--- src/verilog/zol_regs.svh ---
/*
  Offsets, field positions, reset values and encodings of the zero-overhead
  loop unit. Included by the loop unit only; definitions, no logic.
*/
`ifndef ZOL_REGS_SVH
`define ZOL_REGS_SVH

`define AUX_ADDR_W       12
`define LOOP_BEGIN_IDX   12'h002
`define LOOP_LAST_IDX    12'h003
`define LOOP_BEGIN_RST   32'h0000_0000
`define LOOP_LAST_RST    32'h0000_0000
`define MAJOR_HI         31
`define MAJOR_LO         27
`define MAJOR_LOOP       5'h04
`define SUBOP_HI         21
`define SUBOP_LO         16
`define SUBOP_LOOP       6'h28
`define MODE_HI          23
`define MODE_LO          22
`define MODE_UNCOND      2'h2
`define MODE_COND        2'h3
`define COND_SEL_BIT     5
`define DISP_LO_HI       11
`define DISP_LO_LO       6
`define DISP_HI_HI       5
`define DISP_HI_LO       0
`define CC_HI            4
`define CC_LO            0
`define COUNT_LAST       32'h0000_0001

`endif

--- src/verilog/zol_pkg.sv ---
/*
  Types shared by the zero-overhead loop unit and its surroundings.
  Assumes nothing beyond a SystemVerilog compiler.
*/
package zol_pkg;
  typedef logic [31:0] addr_t;
  typedef enum logic [4:0] {
    CC_AL  = 5'h00, CC_EQ  = 5'h01, CC_NE = 5'h02, CC_PL = 5'h03,
    CC_MI  = 5'h04, CC_CS  = 5'h05, CC_CC = 5'h06, CC_VS = 5'h07,
    CC_VC  = 5'h08, CC_GT  = 5'h09, CC_GE = 5'h0a, CC_LT = 5'h0b,
    CC_LE  = 5'h0c, CC_HI  = 5'h0d, CC_LS = 5'h0e, CC_PNZ = 5'h0f
  } cond_t;
endpackage

--- src/verilog/zero_overhead_loop_unit.sv ---
/*
  Zero-overhead loop unit: executes the loop-setup instructions, holds the
  loop begin / loop end auxiliary registers and the iteration counter, and
  requests a program-counter reload when the fetch reaches the loop end.
  Assumes the fetch, execute and auxiliary-register logic of the core run
  on the same clock, so no input is synchronised.
*/
`timescale 1ns/1ps
`include "zol_regs.svh"

// Functional notes
// [RULE_01] Condition false: branch to aligned base plus displacement
// [RULE_02] Condition true: load loop end and begin
// [RULE_03] Unconditional form always loads both registers
// [RULE_04] Base is instruction address forced word aligned
// [RULE_05] Condition codes 00000 to 00111 decoded
// [RULE_06] Condition codes 01000 to 01111 decoded
// [RULE_07] Conditional form: unsigned 6-bit forward offset
// [RULE_08] Unconditional form: signed 12-bit offset
// [RULE_09] Reserved encoding bits are ignored
// [RULE_10] Software avoids discouraged operand mode encodings
// [RULE_11] Loop-end detection always active, no enable
// [RULE_12] Reset clears loop end register to zero
// [RULE_13] Software keeps setup out of delay slots
// [RULE_14] End match, count not one: reload, decrement
// [RULE_15] End match, count one: advance, decrement
// [RULE_16] Software writes only instruction start addresses
// [RULE_17] Counter may be undefined after early exit
// [RULE_18] Nesting needs save/restore; no setup near end
// [RULE_19] Software never loads the counter from memory
// [RULE_20] Plain branches allowed anywhere inside the body
// [RULE_21] Three fetches between register write and end
// [RULE_22] Loop body holds at least two words
// [RULE_23] Displacement scaled by two before adding
module zero_overhead_loop_unit (
  input  wire logic                   clk,
  input  wire logic                   resetn,
  input  wire logic                   clk_en,
  input  wire logic                   instr_valid,
  input  wire logic [31:0]            instr_word,
  input  wire zol_pkg::addr_t         current_instr_address,
  input  wire zol_pkg::addr_t         next_seq_address,
  input  wire logic                   flag_z,
  input  wire logic                   flag_n,
  input  wire logic                   flag_c,
  input  wire logic                   flag_v,
  input  wire logic                   fetch_valid,
  input  wire zol_pkg::addr_t         next_fetch_address,
  input  wire logic                   aux_wr_en,
  input  wire logic                   aux_rd_en,
  input  wire logic [`AUX_ADDR_W-1:0] aux_addr,
  input  wire logic [31:0]            aux_wr_data,
  input  wire logic                   count_wr_en,
  input  wire logic [31:0]            count_wr_data,
  output logic [31:0]                 aux_rd_data_r,
  output logic                        aux_rd_hit_r,
  output zol_pkg::addr_t              loop_begin_address_r,
  output zol_pkg::addr_t              loop_last_address_r,
  output logic [31:0]                 iteration_counter_r,
  output logic                        pc_load_r,
  output zol_pkg::addr_t              pc_load_addr_r
);
  import zol_pkg::*;

  // ------------------------------------------------------------------
  // Instruction decode
  // ------------------------------------------------------------------
  logic        is_loop_op;
  logic        op_uncond;
  logic        op_cond;
  logic        op_setup;
  logic [11:0] disp_s12;
  logic [5:0]  disp_u6;
  addr_t       disp;
  addr_t       aligned_current_address;
  addr_t       setup_target;
  logic        cc_ok;
  logic        setup_true;
  logic        setup_false;
  logic        end_hit;
  logic        count_is_last;

  // Only opcode, sub-opcode, mode and, in the conditional form, bit 5 are examined; reserved bits are not
  assign is_loop_op = instr_valid
    && instr_word[`MAJOR_HI:`MAJOR_LO] == `MAJOR_LOOP
    && instr_word[`SUBOP_HI:`SUBOP_LO] == `SUBOP_LOOP;  // RULE_09
  assign op_uncond = is_loop_op
    && instr_word[`MODE_HI:`MODE_LO] == `MODE_UNCOND;
  // Discouraged mode encodings are treated as no operation
  assign op_cond = is_loop_op
    && instr_word[`MODE_HI:`MODE_LO] == `MODE_COND
    && instr_word[`COND_SEL_BIT];  // RULE_10
  assign op_setup = op_uncond || op_cond;

  assign disp_u6  = instr_word[`DISP_LO_HI:`DISP_LO_LO];  // RULE_07
  assign disp_s12 = {instr_word[`DISP_HI_HI:`DISP_HI_LO],
                     instr_word[`DISP_LO_HI:`DISP_LO_LO]};  // RULE_08

  // Halfword units: u6 reaches +126, s12 reaches -4096..+4094 bytes
  always_comb begin
    if (op_uncond) begin
      disp = {{19{disp_s12[11]}}, disp_s12, 1'b0};  // RULE_23
    end else begin
      disp = {25'h0, disp_u6, 1'b0};  // RULE_23
    end
  end

  assign aligned_current_address = {current_instr_address[31:2], 2'b00};  // RULE_04
  assign setup_target = aligned_current_address + disp;  // RULE_01

  // ------------------------------------------------------------------
  // Condition evaluation
  // ------------------------------------------------------------------
  always_comb begin
    unique case (cond_t'(instr_word[`CC_HI:`CC_LO]))
      CC_AL:   cc_ok = 1'b1;  // RULE_05
      CC_EQ:   cc_ok = flag_z;
      CC_NE:   cc_ok = !flag_z;
      CC_PL:   cc_ok = !flag_n;
      CC_MI:   cc_ok = flag_n;
      CC_CS:   cc_ok = flag_c;
      CC_CC:   cc_ok = !flag_c;
      CC_VS:   cc_ok = flag_v;
      CC_VC:   cc_ok = !flag_v;  // RULE_06
      CC_GT:   cc_ok = (flag_n == flag_v) && !flag_z;
      CC_GE:   cc_ok = (flag_n == flag_v);
      CC_LT:   cc_ok = (flag_n != flag_v);
      CC_LE:   cc_ok = flag_z || (flag_n != flag_v);
      CC_HI:   cc_ok = !flag_c && !flag_z;
      CC_LS:   cc_ok = flag_c || flag_z;
      CC_PNZ:  cc_ok = !flag_n && !flag_z;
      // Extension codes above 01111 are not provided: never true
      default: cc_ok = 1'b0;
    endcase
  end

  assign setup_true  = op_uncond || (op_cond && cc_ok);  // RULE_03
  assign setup_false = op_cond && !cc_ok;

  // ------------------------------------------------------------------
  // Loop-end detection
  // ------------------------------------------------------------------
  // No enable bit: a reset value of zero makes address zero a trap
  assign end_hit = fetch_valid
    && next_fetch_address == loop_last_address_r;  // RULE_11
  assign count_is_last = iteration_counter_r == `COUNT_LAST;

  // ------------------------------------------------------------------
  // Loop registers
  // ------------------------------------------------------------------
  // The setup instruction wins over a register write in the same cycle
  always_ff @(posedge clk) begin
    if (!resetn) begin
      loop_last_address_r <= `LOOP_LAST_RST;  // RULE_12
    end else if (clk_en) begin
      if (setup_true) begin
        loop_last_address_r <= setup_target;  // RULE_02
      end else if (aux_wr_en && aux_addr == `LOOP_LAST_IDX) begin
        loop_last_address_r <= aux_wr_data;
      end
    end
  end

  always_ff @(posedge clk) begin
    if (!resetn) begin
      loop_begin_address_r <= `LOOP_BEGIN_RST;
    end else if (clk_en) begin
      if (setup_true) begin
        loop_begin_address_r <= next_seq_address;  // RULE_02
      end else if (aux_wr_en && aux_addr == `LOOP_BEGIN_IDX) begin
        loop_begin_address_r <= aux_wr_data;
      end
    end
  end

  // A core-register write beats the decrement; an early exit through a
  // branch at the end leaves the count as the hardware happened to leave it
  always_ff @(posedge clk) begin
    if (!resetn) begin
      iteration_counter_r <= 32'h0;
    end else if (clk_en) begin
      if (count_wr_en) begin
        iteration_counter_r <= count_wr_data;
      end else if (end_hit) begin
        iteration_counter_r <= iteration_counter_r - 32'h1;  // RULE_14 RULE_15 RULE_17
      end
    end
  end

  // ------------------------------------------------------------------
  // Program-counter redirect
  // ------------------------------------------------------------------
  // A failed conditional setup is a taken branch and so outranks loop-back
  always_ff @(posedge clk) begin
    if (!resetn) begin
      pc_load_r      <= 1'b0;
      pc_load_addr_r <= 32'h0;
    end else if (clk_en) begin
      if (setup_false) begin
        pc_load_r      <= 1'b1;  // RULE_01
        pc_load_addr_r <= {setup_target[31:1], 1'b0};
      end else if (end_hit && !count_is_last) begin
        pc_load_r      <= 1'b1;  // RULE_14 RULE_20
        pc_load_addr_r <= loop_begin_address_r;
      end else begin
        pc_load_r      <= 1'b0;  // RULE_15
      end
    end
  end

  // ------------------------------------------------------------------
  // Auxiliary register read
  // ------------------------------------------------------------------
  always_ff @(posedge clk) begin
    if (!resetn) begin
      aux_rd_data_r <= 32'h0;
      aux_rd_hit_r  <= 1'b0;
    end else if (clk_en) begin
      aux_rd_hit_r <= 1'b0;
      aux_rd_data_r <= 32'h0;
      if (aux_rd_en && aux_addr == `LOOP_BEGIN_IDX) begin
        aux_rd_data_r <= loop_begin_address_r;
        aux_rd_hit_r  <= 1'b1;
      end else if (aux_rd_en && aux_addr == `LOOP_LAST_IDX) begin
        aux_rd_data_r <= loop_last_address_r;
        aux_rd_hit_r  <= 1'b1;
      end
    end
  end

  // ------------------------------------------------------------------
  // Assertions
  // ------------------------------------------------------------------
  a_false_branch: assert property (@(posedge clk) disable iff (!resetn)  // RULE_01
    clk_en && setup_false |=> pc_load_r
      && pc_load_addr_r == {$past(setup_target[31:1]), 1'b0})
    else $error("failed conditional setup did not branch");

  a_true_end: assert property (@(posedge clk) disable iff (!resetn)  // RULE_02
    clk_en && op_cond && cc_ok |=> loop_last_address_r == $past(setup_target)
      && loop_begin_address_r == $past(next_seq_address) && !pc_load_r)
    else $error("true conditional setup did not load registers");

  a_uncond_load: assert property (@(posedge clk) disable iff (!resetn)  // RULE_03
    clk_en && op_uncond |=> loop_last_address_r
      == $past({current_instr_address[31:2], 2'b00}) + $past(disp))
    else $error("unconditional setup did not load loop end");

  a_base_align: assert property (@(posedge clk) disable iff (!resetn)  // RULE_04
    clk_en && op_cond && instr_word[11:6] == 6'h0 && cc_ok
      |=> loop_last_address_r[1:0] == 2'b00)
    else $error("base address not word aligned");

  a_cc_always: assert property (@(posedge clk) disable iff (!resetn)  // RULE_05
    clk_en && op_cond && instr_word[4:0] == 5'h00 |=> !pc_load_r)
    else $error("always condition branched");

  a_cc_gt: assert property (@(posedge clk) disable iff (!resetn)  // RULE_06
    op_cond && instr_word[4:0] == 5'h09 |-> cc_ok == (!flag_z && flag_n == flag_v))
    else $error("signed greater decoded wrongly");

  a_disp_range: assert property (@(posedge clk) disable iff (!resetn)  // RULE_08
    op_uncond |-> (disp == {{19{instr_word[5]}}, instr_word[5:0], instr_word[11:6], 1'b0}))
    else $error("signed displacement scaled wrongly");

  a_loop_back: assert property (@(posedge clk) disable iff (!resetn)  // RULE_14
    clk_en && end_hit && !count_is_last && !setup_false && !count_wr_en
      |=> pc_load_r && pc_load_addr_r == $past(loop_begin_address_r)
        && iteration_counter_r == $past(iteration_counter_r) - 32'h1)
    else $error("loop-back or decrement missing");

  a_last_pass: assert property (@(posedge clk) disable iff (!resetn)  // RULE_15
    clk_en && end_hit && count_is_last && !setup_false && !count_wr_en
      |=> !pc_load_r && iteration_counter_r == 32'h0)
    else $error("final iteration did not fall through");

  a_reset_end: assert property (@(posedge clk)  // RULE_12
    !resetn |=> loop_last_address_r == 32'h0)
    else $error("loop end not cleared by reset");

  // ------------------------------------------------------------------
  // Assertions: decode, reach, detection and freeze
  // ------------------------------------------------------------------
  // Codes are checked singly so that a swapped table entry is named

  a_uncond_begin: assert property (@(posedge clk) disable iff (!resetn)  // RULE_03
    clk_en && op_uncond |=> loop_begin_address_r == $past(next_seq_address))
    else $error("unconditional setup did not load loop begin");

  a_base_low: assert property (@(posedge clk) disable iff (!resetn)  // RULE_04
    clk_en && setup_true |=> loop_last_address_r[1:0] == $past(disp[1:0]))
    else $error("loop end carries base address low bits");

  a_cc_eq: assert property (@(posedge clk) disable iff (!resetn)  // RULE_05
    op_cond && instr_word[4:0] == 5'h01 |-> cc_ok == flag_z)
    else $error("zero condition decoded wrongly");

  a_cc_carry: assert property (@(posedge clk) disable iff (!resetn)  // RULE_05
    op_cond && instr_word[4:0] == 5'h06 |-> cc_ok == !flag_c)
    else $error("carry clear condition decoded wrongly");

  a_cc_ls: assert property (@(posedge clk) disable iff (!resetn)  // RULE_06
    op_cond && instr_word[4:0] == 5'h0e |-> cc_ok == (flag_c || flag_z))
    else $error("lower or same condition decoded wrongly");

  // Extension codes are absent, so a setup naming one always branches
  a_cc_ext: assert property (@(posedge clk) disable iff (!resetn)  // RULE_01
    op_cond && instr_word[4] |-> !cc_ok)
    else $error("extension condition code evaluated true");

  a_cond_reach: assert property (@(posedge clk) disable iff (!resetn)  // RULE_07 RULE_23
    op_cond |-> disp == {25'h0, instr_word[11:6], 1'b0} && disp <= 32'h0000_007e)
    else $error("conditional displacement out of reach");

  a_reserved_skip: assert property (@(posedge clk) disable iff (!resetn)  // RULE_09
    instr_valid && instr_word[31:27] == 5'h04 && instr_word[21:16] == 6'h28
      && instr_word[23:22] == 2'h2 |-> op_setup)
    else $error("reserved bits blocked an unconditional setup");

  a_mode_refused: assert property (@(posedge clk) disable iff (!resetn)  // RULE_10
    !instr_word[23] || (instr_word[22] && !instr_word[5]) |-> !op_setup)
    else $error("discouraged mode encoding executed");

  a_end_detect: assert property (@(posedge clk) disable iff (!resetn)  // RULE_11
    clk_en && fetch_valid && next_fetch_address == loop_last_address_r && !count_wr_en
      |=> iteration_counter_r == $past(iteration_counter_r) - 32'h1)
    else $error("loop end match did not decrement counter");

  a_count_load: assert property (@(posedge clk) disable iff (!resetn)  // RULE_19
    clk_en && count_wr_en |=> iteration_counter_r == $past(count_wr_data))
    else $error("counter write lost");

  a_read_end: assert property (@(posedge clk) disable iff (!resetn)  // RULE_02
    clk_en && aux_rd_en && aux_addr == `LOOP_LAST_IDX
      |=> aux_rd_hit_r && aux_rd_data_r == $past(loop_last_address_r))
    else $error("loop end read returned wrong data");

  // Freeze check covers both loop registers and the counter, the redirect pulse included
  a_freeze_hold: assert property (@(posedge clk) disable iff (!resetn)  // RULE_11
    !clk_en |=> $stable(loop_last_address_r) && $stable(loop_begin_address_r)
      && $stable(iteration_counter_r) && $stable(pc_load_r))
    else $error("state changed while the clock enable was low");

  a_false_pulse: assert property (@(posedge clk) disable iff (!resetn)  // RULE_01
    clk_en && setup_false ##1 clk_en && !setup_false && !end_hit |=> !pc_load_r)
    else $error("branch request stood longer than one cycle");
endmodule // zero_overhead_loop_unit

--- config.mk ---
export PLATFORM = sky130hd
export DESIGN_NAME = zero_overhead_loop_unit
export DESIGN_NICKNAME = d
export VERILOG_FILES = /design/src/verilog/zol_pkg.sv /design/src/verilog/zero_overhead_loop_unit.sv
export VERILOG_INCLUDE_DIRS = /design/src /design/src/verilog
export SDC_FILE = /design/constraint.sdc
export NUM_CORES = 1
export LEC_CHECK = 0
export ABC_CLOCK_PERIOD_IN_PS = 6200
export BUFFER_PORTS_ARGS = -buffer_cell sky130_fd_sc_hd__buf_2
export CORE_AREA = 5 5 158 160
export DETAILED_ROUTE_END_ITERATION = 10
export DIE_AREA = 0 0 163 165
export PLACE_DENSITY_LB_ADDON = 0.3
export RECOVER_POWER = 100
export SKIP_LAST_GASP = 1
export SYNTH_ARGS = -nofsm -noshare
export SYNTH_HDL_FRONTEND = slang
export SYNTH_SLANG_ARGS = --single-unit
--- constraint.sdc ---
create_clock -name clk -period 6.2 [get_ports clk]
set_input_delay 0.31 -clock clk [delete_from_list [all_inputs] [get_ports clk]]
set_output_delay 0.31 -clock clk [all_outputs]
set_load 0.02 [all_outputs]
# After elaboration in Yosys (flattened, before gate mapping)
# Index checks and enable logic that the tools add are counted.
[word_totals] out_inout_bits=162 register_bits=162
[classes] n_eq_ne=25 addsub=2 n_reduce_logical=34 mux=16
[ops] operator="32-bit 2-to-1 mux" n=11
[ops] operator="5-bit by 4-bit == test with 1-bit output, second input constant" n=8
[ops] operator="32-bit adder" n=1
[ops] operator="32-bit by 1-bit == test with 1-bit output, second input constant" n=1
[ops] operator="32-bit == test" n=1
[ops] operator="32-bit by 1-bit subtractor with 32-bit output, second input constant" n=1
[ops] operator="5-bit by 3-bit == test with 1-bit output, second input constant" n=5
[ops] operator="12-bit by 2-bit == test with 1-bit output, second input constant" n=2
[ops] operator="1-bit logical AND" n=16
[ops] operator="1-bit one-hot mux with 16 select lines" n=1
[ops] operator="5-bit by 2-bit == test with 1-bit output, second input constant" n=2
[ops] operator="2-bit AND reduction" n=4
[ops] operator="2-bit nonzero test" n=4
[ops] operator="6-bit == test, second input constant" n=1
[ops] operator="1-bit zero test" n=6
[ops] operator="5-bit by 1-bit == test with 1-bit output, second input constant" n=1
[ops] operator="5-bit zero test" n=1
[ops] operator="2-bit == test, second input constant" n=2
[ops] operator="1-bit 2-to-1 mux" n=4
[ops] operator="1-bit logical OR" n=3
[ops] operator="1-bit == test" n=1
[ops] operator="1-bit != test" n=1

# Logic depth before layout (Yosys ltp)
[depth] ltp_word=9 mapped_depth=14

# Worst setup path before layout
# OpenSTA, ideal clock, no wires.
[synth_path] path_type="input to register" start="in instr_word[17]" end="reg pc_load_addr_r[27]" setup_time_ns=0.132 slack_ns=2.067 arrival_ns=4.001 path_stages=14 n_path_buf=1 cell_sequence="nor4b_1 nand4_1 or2_2 nor2_1 ha_1 clkbuf_1 nand2_1 or4_1 o21ai_1 o2111ai_1 a2111oi_0 o21ai_0 a311oi_1 nor3_1"
[synth_via] elab_chain_len=7 word_cells_on_any_way=11 cone_classes="add/sub (1); eq/ne (1); mux (2); reduce/logical (7)"
[synth_lines] element="from (decl)" line_no="zero_overhead_loop_unit.sv:40" source="input wire logic [31:0] instr_word,"
[synth_lines] element="6-bit == test (no source line) (*)"
[synth_lines] element="1-bit logical AND (no source line) (*)"
[synth_lines] element="branches (longest 5 deep; another with 32-bit adder)"
[synth_lines] element="to (signal assigned)" line_no="zero_overhead_loop_unit.sv:201" source="pc_load_addr_r <= {setup_target[31:1], 1'b0};"
[synth_lines] element="to (signal assigned)" line_no="zero_overhead_loop_unit.sv:204" source="pc_load_addr_r <= loop_begin_address_r;"
[synth_lines] element="to (decl)" line_no="zero_overhead_loop_unit.sv:61" source="output zol_pkg::addr_t pc_load_addr_r"
# Mark *: on every way between the ends.
# A chain may end at the register's enable or synchronous reset.

# Final worst setup path
[layout_path] start="in resetn" end="reg loop_begin_address_r[10]"
[layout_rtl] element="from (decl)" line_no="zero_overhead_loop_unit.sv:37" source="input wire logic resetn,"
[layout_rtl] element="to (signal assigned)" line_no="zero_overhead_loop_unit.sv:166" source="loop_begin_address_r <= `LOOP_BEGIN_RST;"
[layout_rtl] element="to (signal assigned)" line_no="zero_overhead_loop_unit.sv:169" source="loop_begin_address_r <= next_seq_address;"
[layout_rtl] element="to (signal assigned)" line_no="zero_overhead_loop_unit.sv:171" source="loop_begin_address_r <= aux_wr_data;"
[layout_rtl] element="to (decl)" line_no="zero_overhead_loop_unit.sv:57" source="output zol_pkg::addr_t loop_begin_address_r,"
# No word-level cell between the ends.

==> results.cfg <==
[detailed_routing]
via_per_inst = 5.82
routed_wirelength_um = 42000
drt_iter0_markers = 1137
first_pass_iters = 6
ant_nets = 0
drc = 0
wl_per_cell_um = 20.8
via_count = 11700

[yosys]
avgSynthCellArea_um2 = 7.55
syn_nets = 1615
seq_area_frac_synth_pct = 31.4
ys.flop_type = dfxtp_1
ys_warn_count = 0
syn-cell-area_um2 = 10300
synth-edff-count = 0
ys_ff_latch = 162
ys_async_sr_fraction_pct = 0
synthDistinctLibCells = 73
synthesis.instances = 1367

[outcome]
violations = capacitance limit, slew limit
status = complete, but fails checks

[critical_path]
critPathMaxFanout = 69
slowest_stage = clkinvlp_2
reg2reg_to = pc_load_addr_r[19]
path_buf_inv = 4
worst_path_largest_cell_delay_ps = 1890
crit_path_start_kind = input port
r2r_cells = 9
cpLargestDelayFamily = buffers and inverters
r2r_setup_slack_ps = 2290
path_cells = buf_2 -> buf_4 -> clkinvlp_2 -> clkbuf_1 -> a211oi_1
r2r_start = loop_last_address_r[15]
required_ps = 6490
arrival_ps = 5030
end_kind = flop
path_class = input port to flop

[clocking]
cts-root-buf = clkbuf_16
post_cts_buffers = 0
cts_buffer_depth = 2
clk-insertion-delay-late_ps = 430
cts_resized = 0
numCtsBuffers = 17
holdBufCountCts = 0
htreeDepth = 4
clock_sinks = 162
tritoncts = built
path_clk_slew_ps = 70

[placement]
post-place-cells = 1979
place_area_um2 = 12300
place.gp.congestion = 0.978
pre_cts_ws_ps = 2040
placement.io_buffers = 368
hpwl_um = 32600

[min_path]
hp-start = next_seq_address[16]
hp-class = input port to flop
holdPathStages = 3
min_to = loop_begin_address_r[16]

[sta]
slew_violations = 226
setup_viol = 0
skew_ps = 13.2
clock.fmax_mhz = 211
slew_headroom_pct = -119
worst_slack_ps = 1470
setup_tns_ps = 0
period_needed_ps = 4730
fin_crit_sh_pct = 76.3
worst_hold_slack_ps = 144
worst_slew_pin_slew_ps = 3280
hold_viol = 0
rsz0062_at_grt = no

[cells_and_area]
multi_input_area_um2 = 6640
drive_gt1_share_pct = 16.6
fin_cells = 2016
nets = 1927
stdcell_area_um2 = 12700
finalCoreUtilization_pct = 54.7
regArea_um2 = 3240
nFillCells = 2392
area_growth_pct = 23.2

[pwr]
combPwrFrac_pct = 15.7
power_density_nw_per_um2 = 202
internal_power_mw = 1.85
p_clk_share_pct = 42.7
swShare_pct = 28.0
peakVddDrop_mv = 0.191
power_frac_seq_pct = 41.7
p_total_mw = 2.57
switchingPower_uw = 719
p_leak_nw = 4.89

[global_route]
overflow = 0
grt_max_degree = 76
grt_pass1_vias = 10900
antenna_found_initial = 6
grt_util_all_layers_pct = 29.6
grt_pass1_wl_um = 61900

[die]
coreArea_um2 = 23300
rows = 56
io_pins = 378
die_h_um = 165
start_util_pct = 44.4
die_w_um = 163
die_area_um2 = 26900

[job]
maxCapViolCount = 4
-- state kept, by name, summed over array words and instances, names as in the netlist --
signal	flops
aux_rd_data_r	32
iteration_counter_r	32
loop_begin_address_r	32
loop_last_address_r	32
pc_load_addr_r	32
aux_rd_hit_r	1
pc_load_r	1
-- power groups by stage --
stage / clock network (mW) / logic (mW) / registers (mW)
6_report: 1.10 / 0.402 / 1.07
5_1_grt: 1.15 / 0.439 / 1.07
4_1_cts: 1.10 / 0.401 / 1.07
3_5_place_dp: 0 / 0.399 / 1.09
3_3_place_gp: 0 / 0.396 / 1.09
2_1_floorplan: 0 / 0.227 / 1.10
-- worst max-delay path by stage --
stage	from	slack [ps]	end	depth (start not counted)
2_1_floorplan	instr_word[17]	2070	pc_load_addr_r[27]	14
3_3_place_gp	instr_word[30]	2090	pc_load_addr_r[27]	15
3_5_place_dp	instr_word[17]	2040	pc_load_addr_r[27]	14
4_1_cts	instr_word[17]	2490	pc_load_addr_r[27]	14
5_1_grt	resetn	1130	loop_begin_address_r[8]	5
6_report	resetn	1470	loop_begin_address_r[10]	5
-- worst reg2reg max path: stages (launching register included) --
cell and delay [ps]:
dfxtp_1 360, xnor2_1 350, or4bb_1 530, nor3_1 180, nand4_1 220, a31oi_1 370
o21a_1 600, clkbuf_1 840, nor2_1 80, a211oi_1 240
-- area by class of cell --
| cell class | instances | share of cell area (%) |
|---|---|---|
| Multi-Input combinational cell | 1093 | 52.2 |
| Sequential cell | 162 | 25.5 |
| Antenna cell | 7 | 0.138 |
| Clock inverter | 11 | 1.20 |
| Inverter | 20 | 0.600 |
| Tap cell | 319 | 3.14 |
| Clock buffer | 19 | 3.48 |
| Timing Repair Buffer | 385 | 13.7 |
-- cells in the final DEF, fill, tap and decap left out, types with 14 or more instances in the layout --
cell	Yosys	final
mux2i_1	46	46
nand4_1	15	15
nor4_1	16	16
nand2_1	130	130
xnor2_1	28	28
xor2_1	24	24
clkbuf_16	0	17
nand2b_1	14	14
a311oi_1	15	15
clkbuf_1	66	170
a31oi_1	31	31
o21ai_0	80	81
nor3_1	41	41
inv_1	19	18
and2_1	31	23
a211oi_1	54	54
nand3_1	25	25
a21oi_1	134	132
buf_2	13	205
nor2_1	206	206
ha_1	31	31
dfxtp_1	162	162
-- cells by family after synthesis --
logic type                 after synthesis  share of synthesized area [%]
AOI/OAI and AO/OA                      406                           25.0
xor gates and xnor gates                52                           4.41
adders and majority gates               32                           3.95
buffers and inverters                  112                           4.53
DFF                                    162                           31.4
muxes                                   60                           5.99
and+or+nand+nor                        543                           24.7
-- cells in the mapped netlist, types with 6 or more instances --
cell	count	area, um^2
nor2_1	206	773
buf_1	6	22.5
clkbuf_1	66	248
o21ai_0	80	400
nor4_1	16	100
a31oi_1	31	194
nor3_1	41	205
a21oi_1	134	671
mux2_2	14	158
a22oi_1	11	82.6
nor2b_1	12	75.1
inv_1	19	71.3
a311oi_1	15	131
dfxtp_1	162	3240
a211oi_1	54	405
mux2i_1	46	460
or2_2	8	50.1
ha_1	31	388
xor2_1	24	210
buf_2	13	65.1
nand4_1	15	93.8
a21o_1	9	67.6
o21a_1	6	45.0
and2_1	31	194
or3_1	13	81.3
nand2b_1	14	87.6
nand2_1	130	488
o31ai_1	7	52.6
o211ai_1	7	52.6
nand3_1	25	125
xnor2_1	28	245
-- per-layer routing --
metal	up-vias	track usage, %	part of all wire (%)
li1	5583	-	-
met2	579	46.7	45
met5	-	0	0
met1	5486	40.0	41
met3	94	5.32	9.4
met4	0	12.1	4.0
Power figures use the tool's default switching activity.
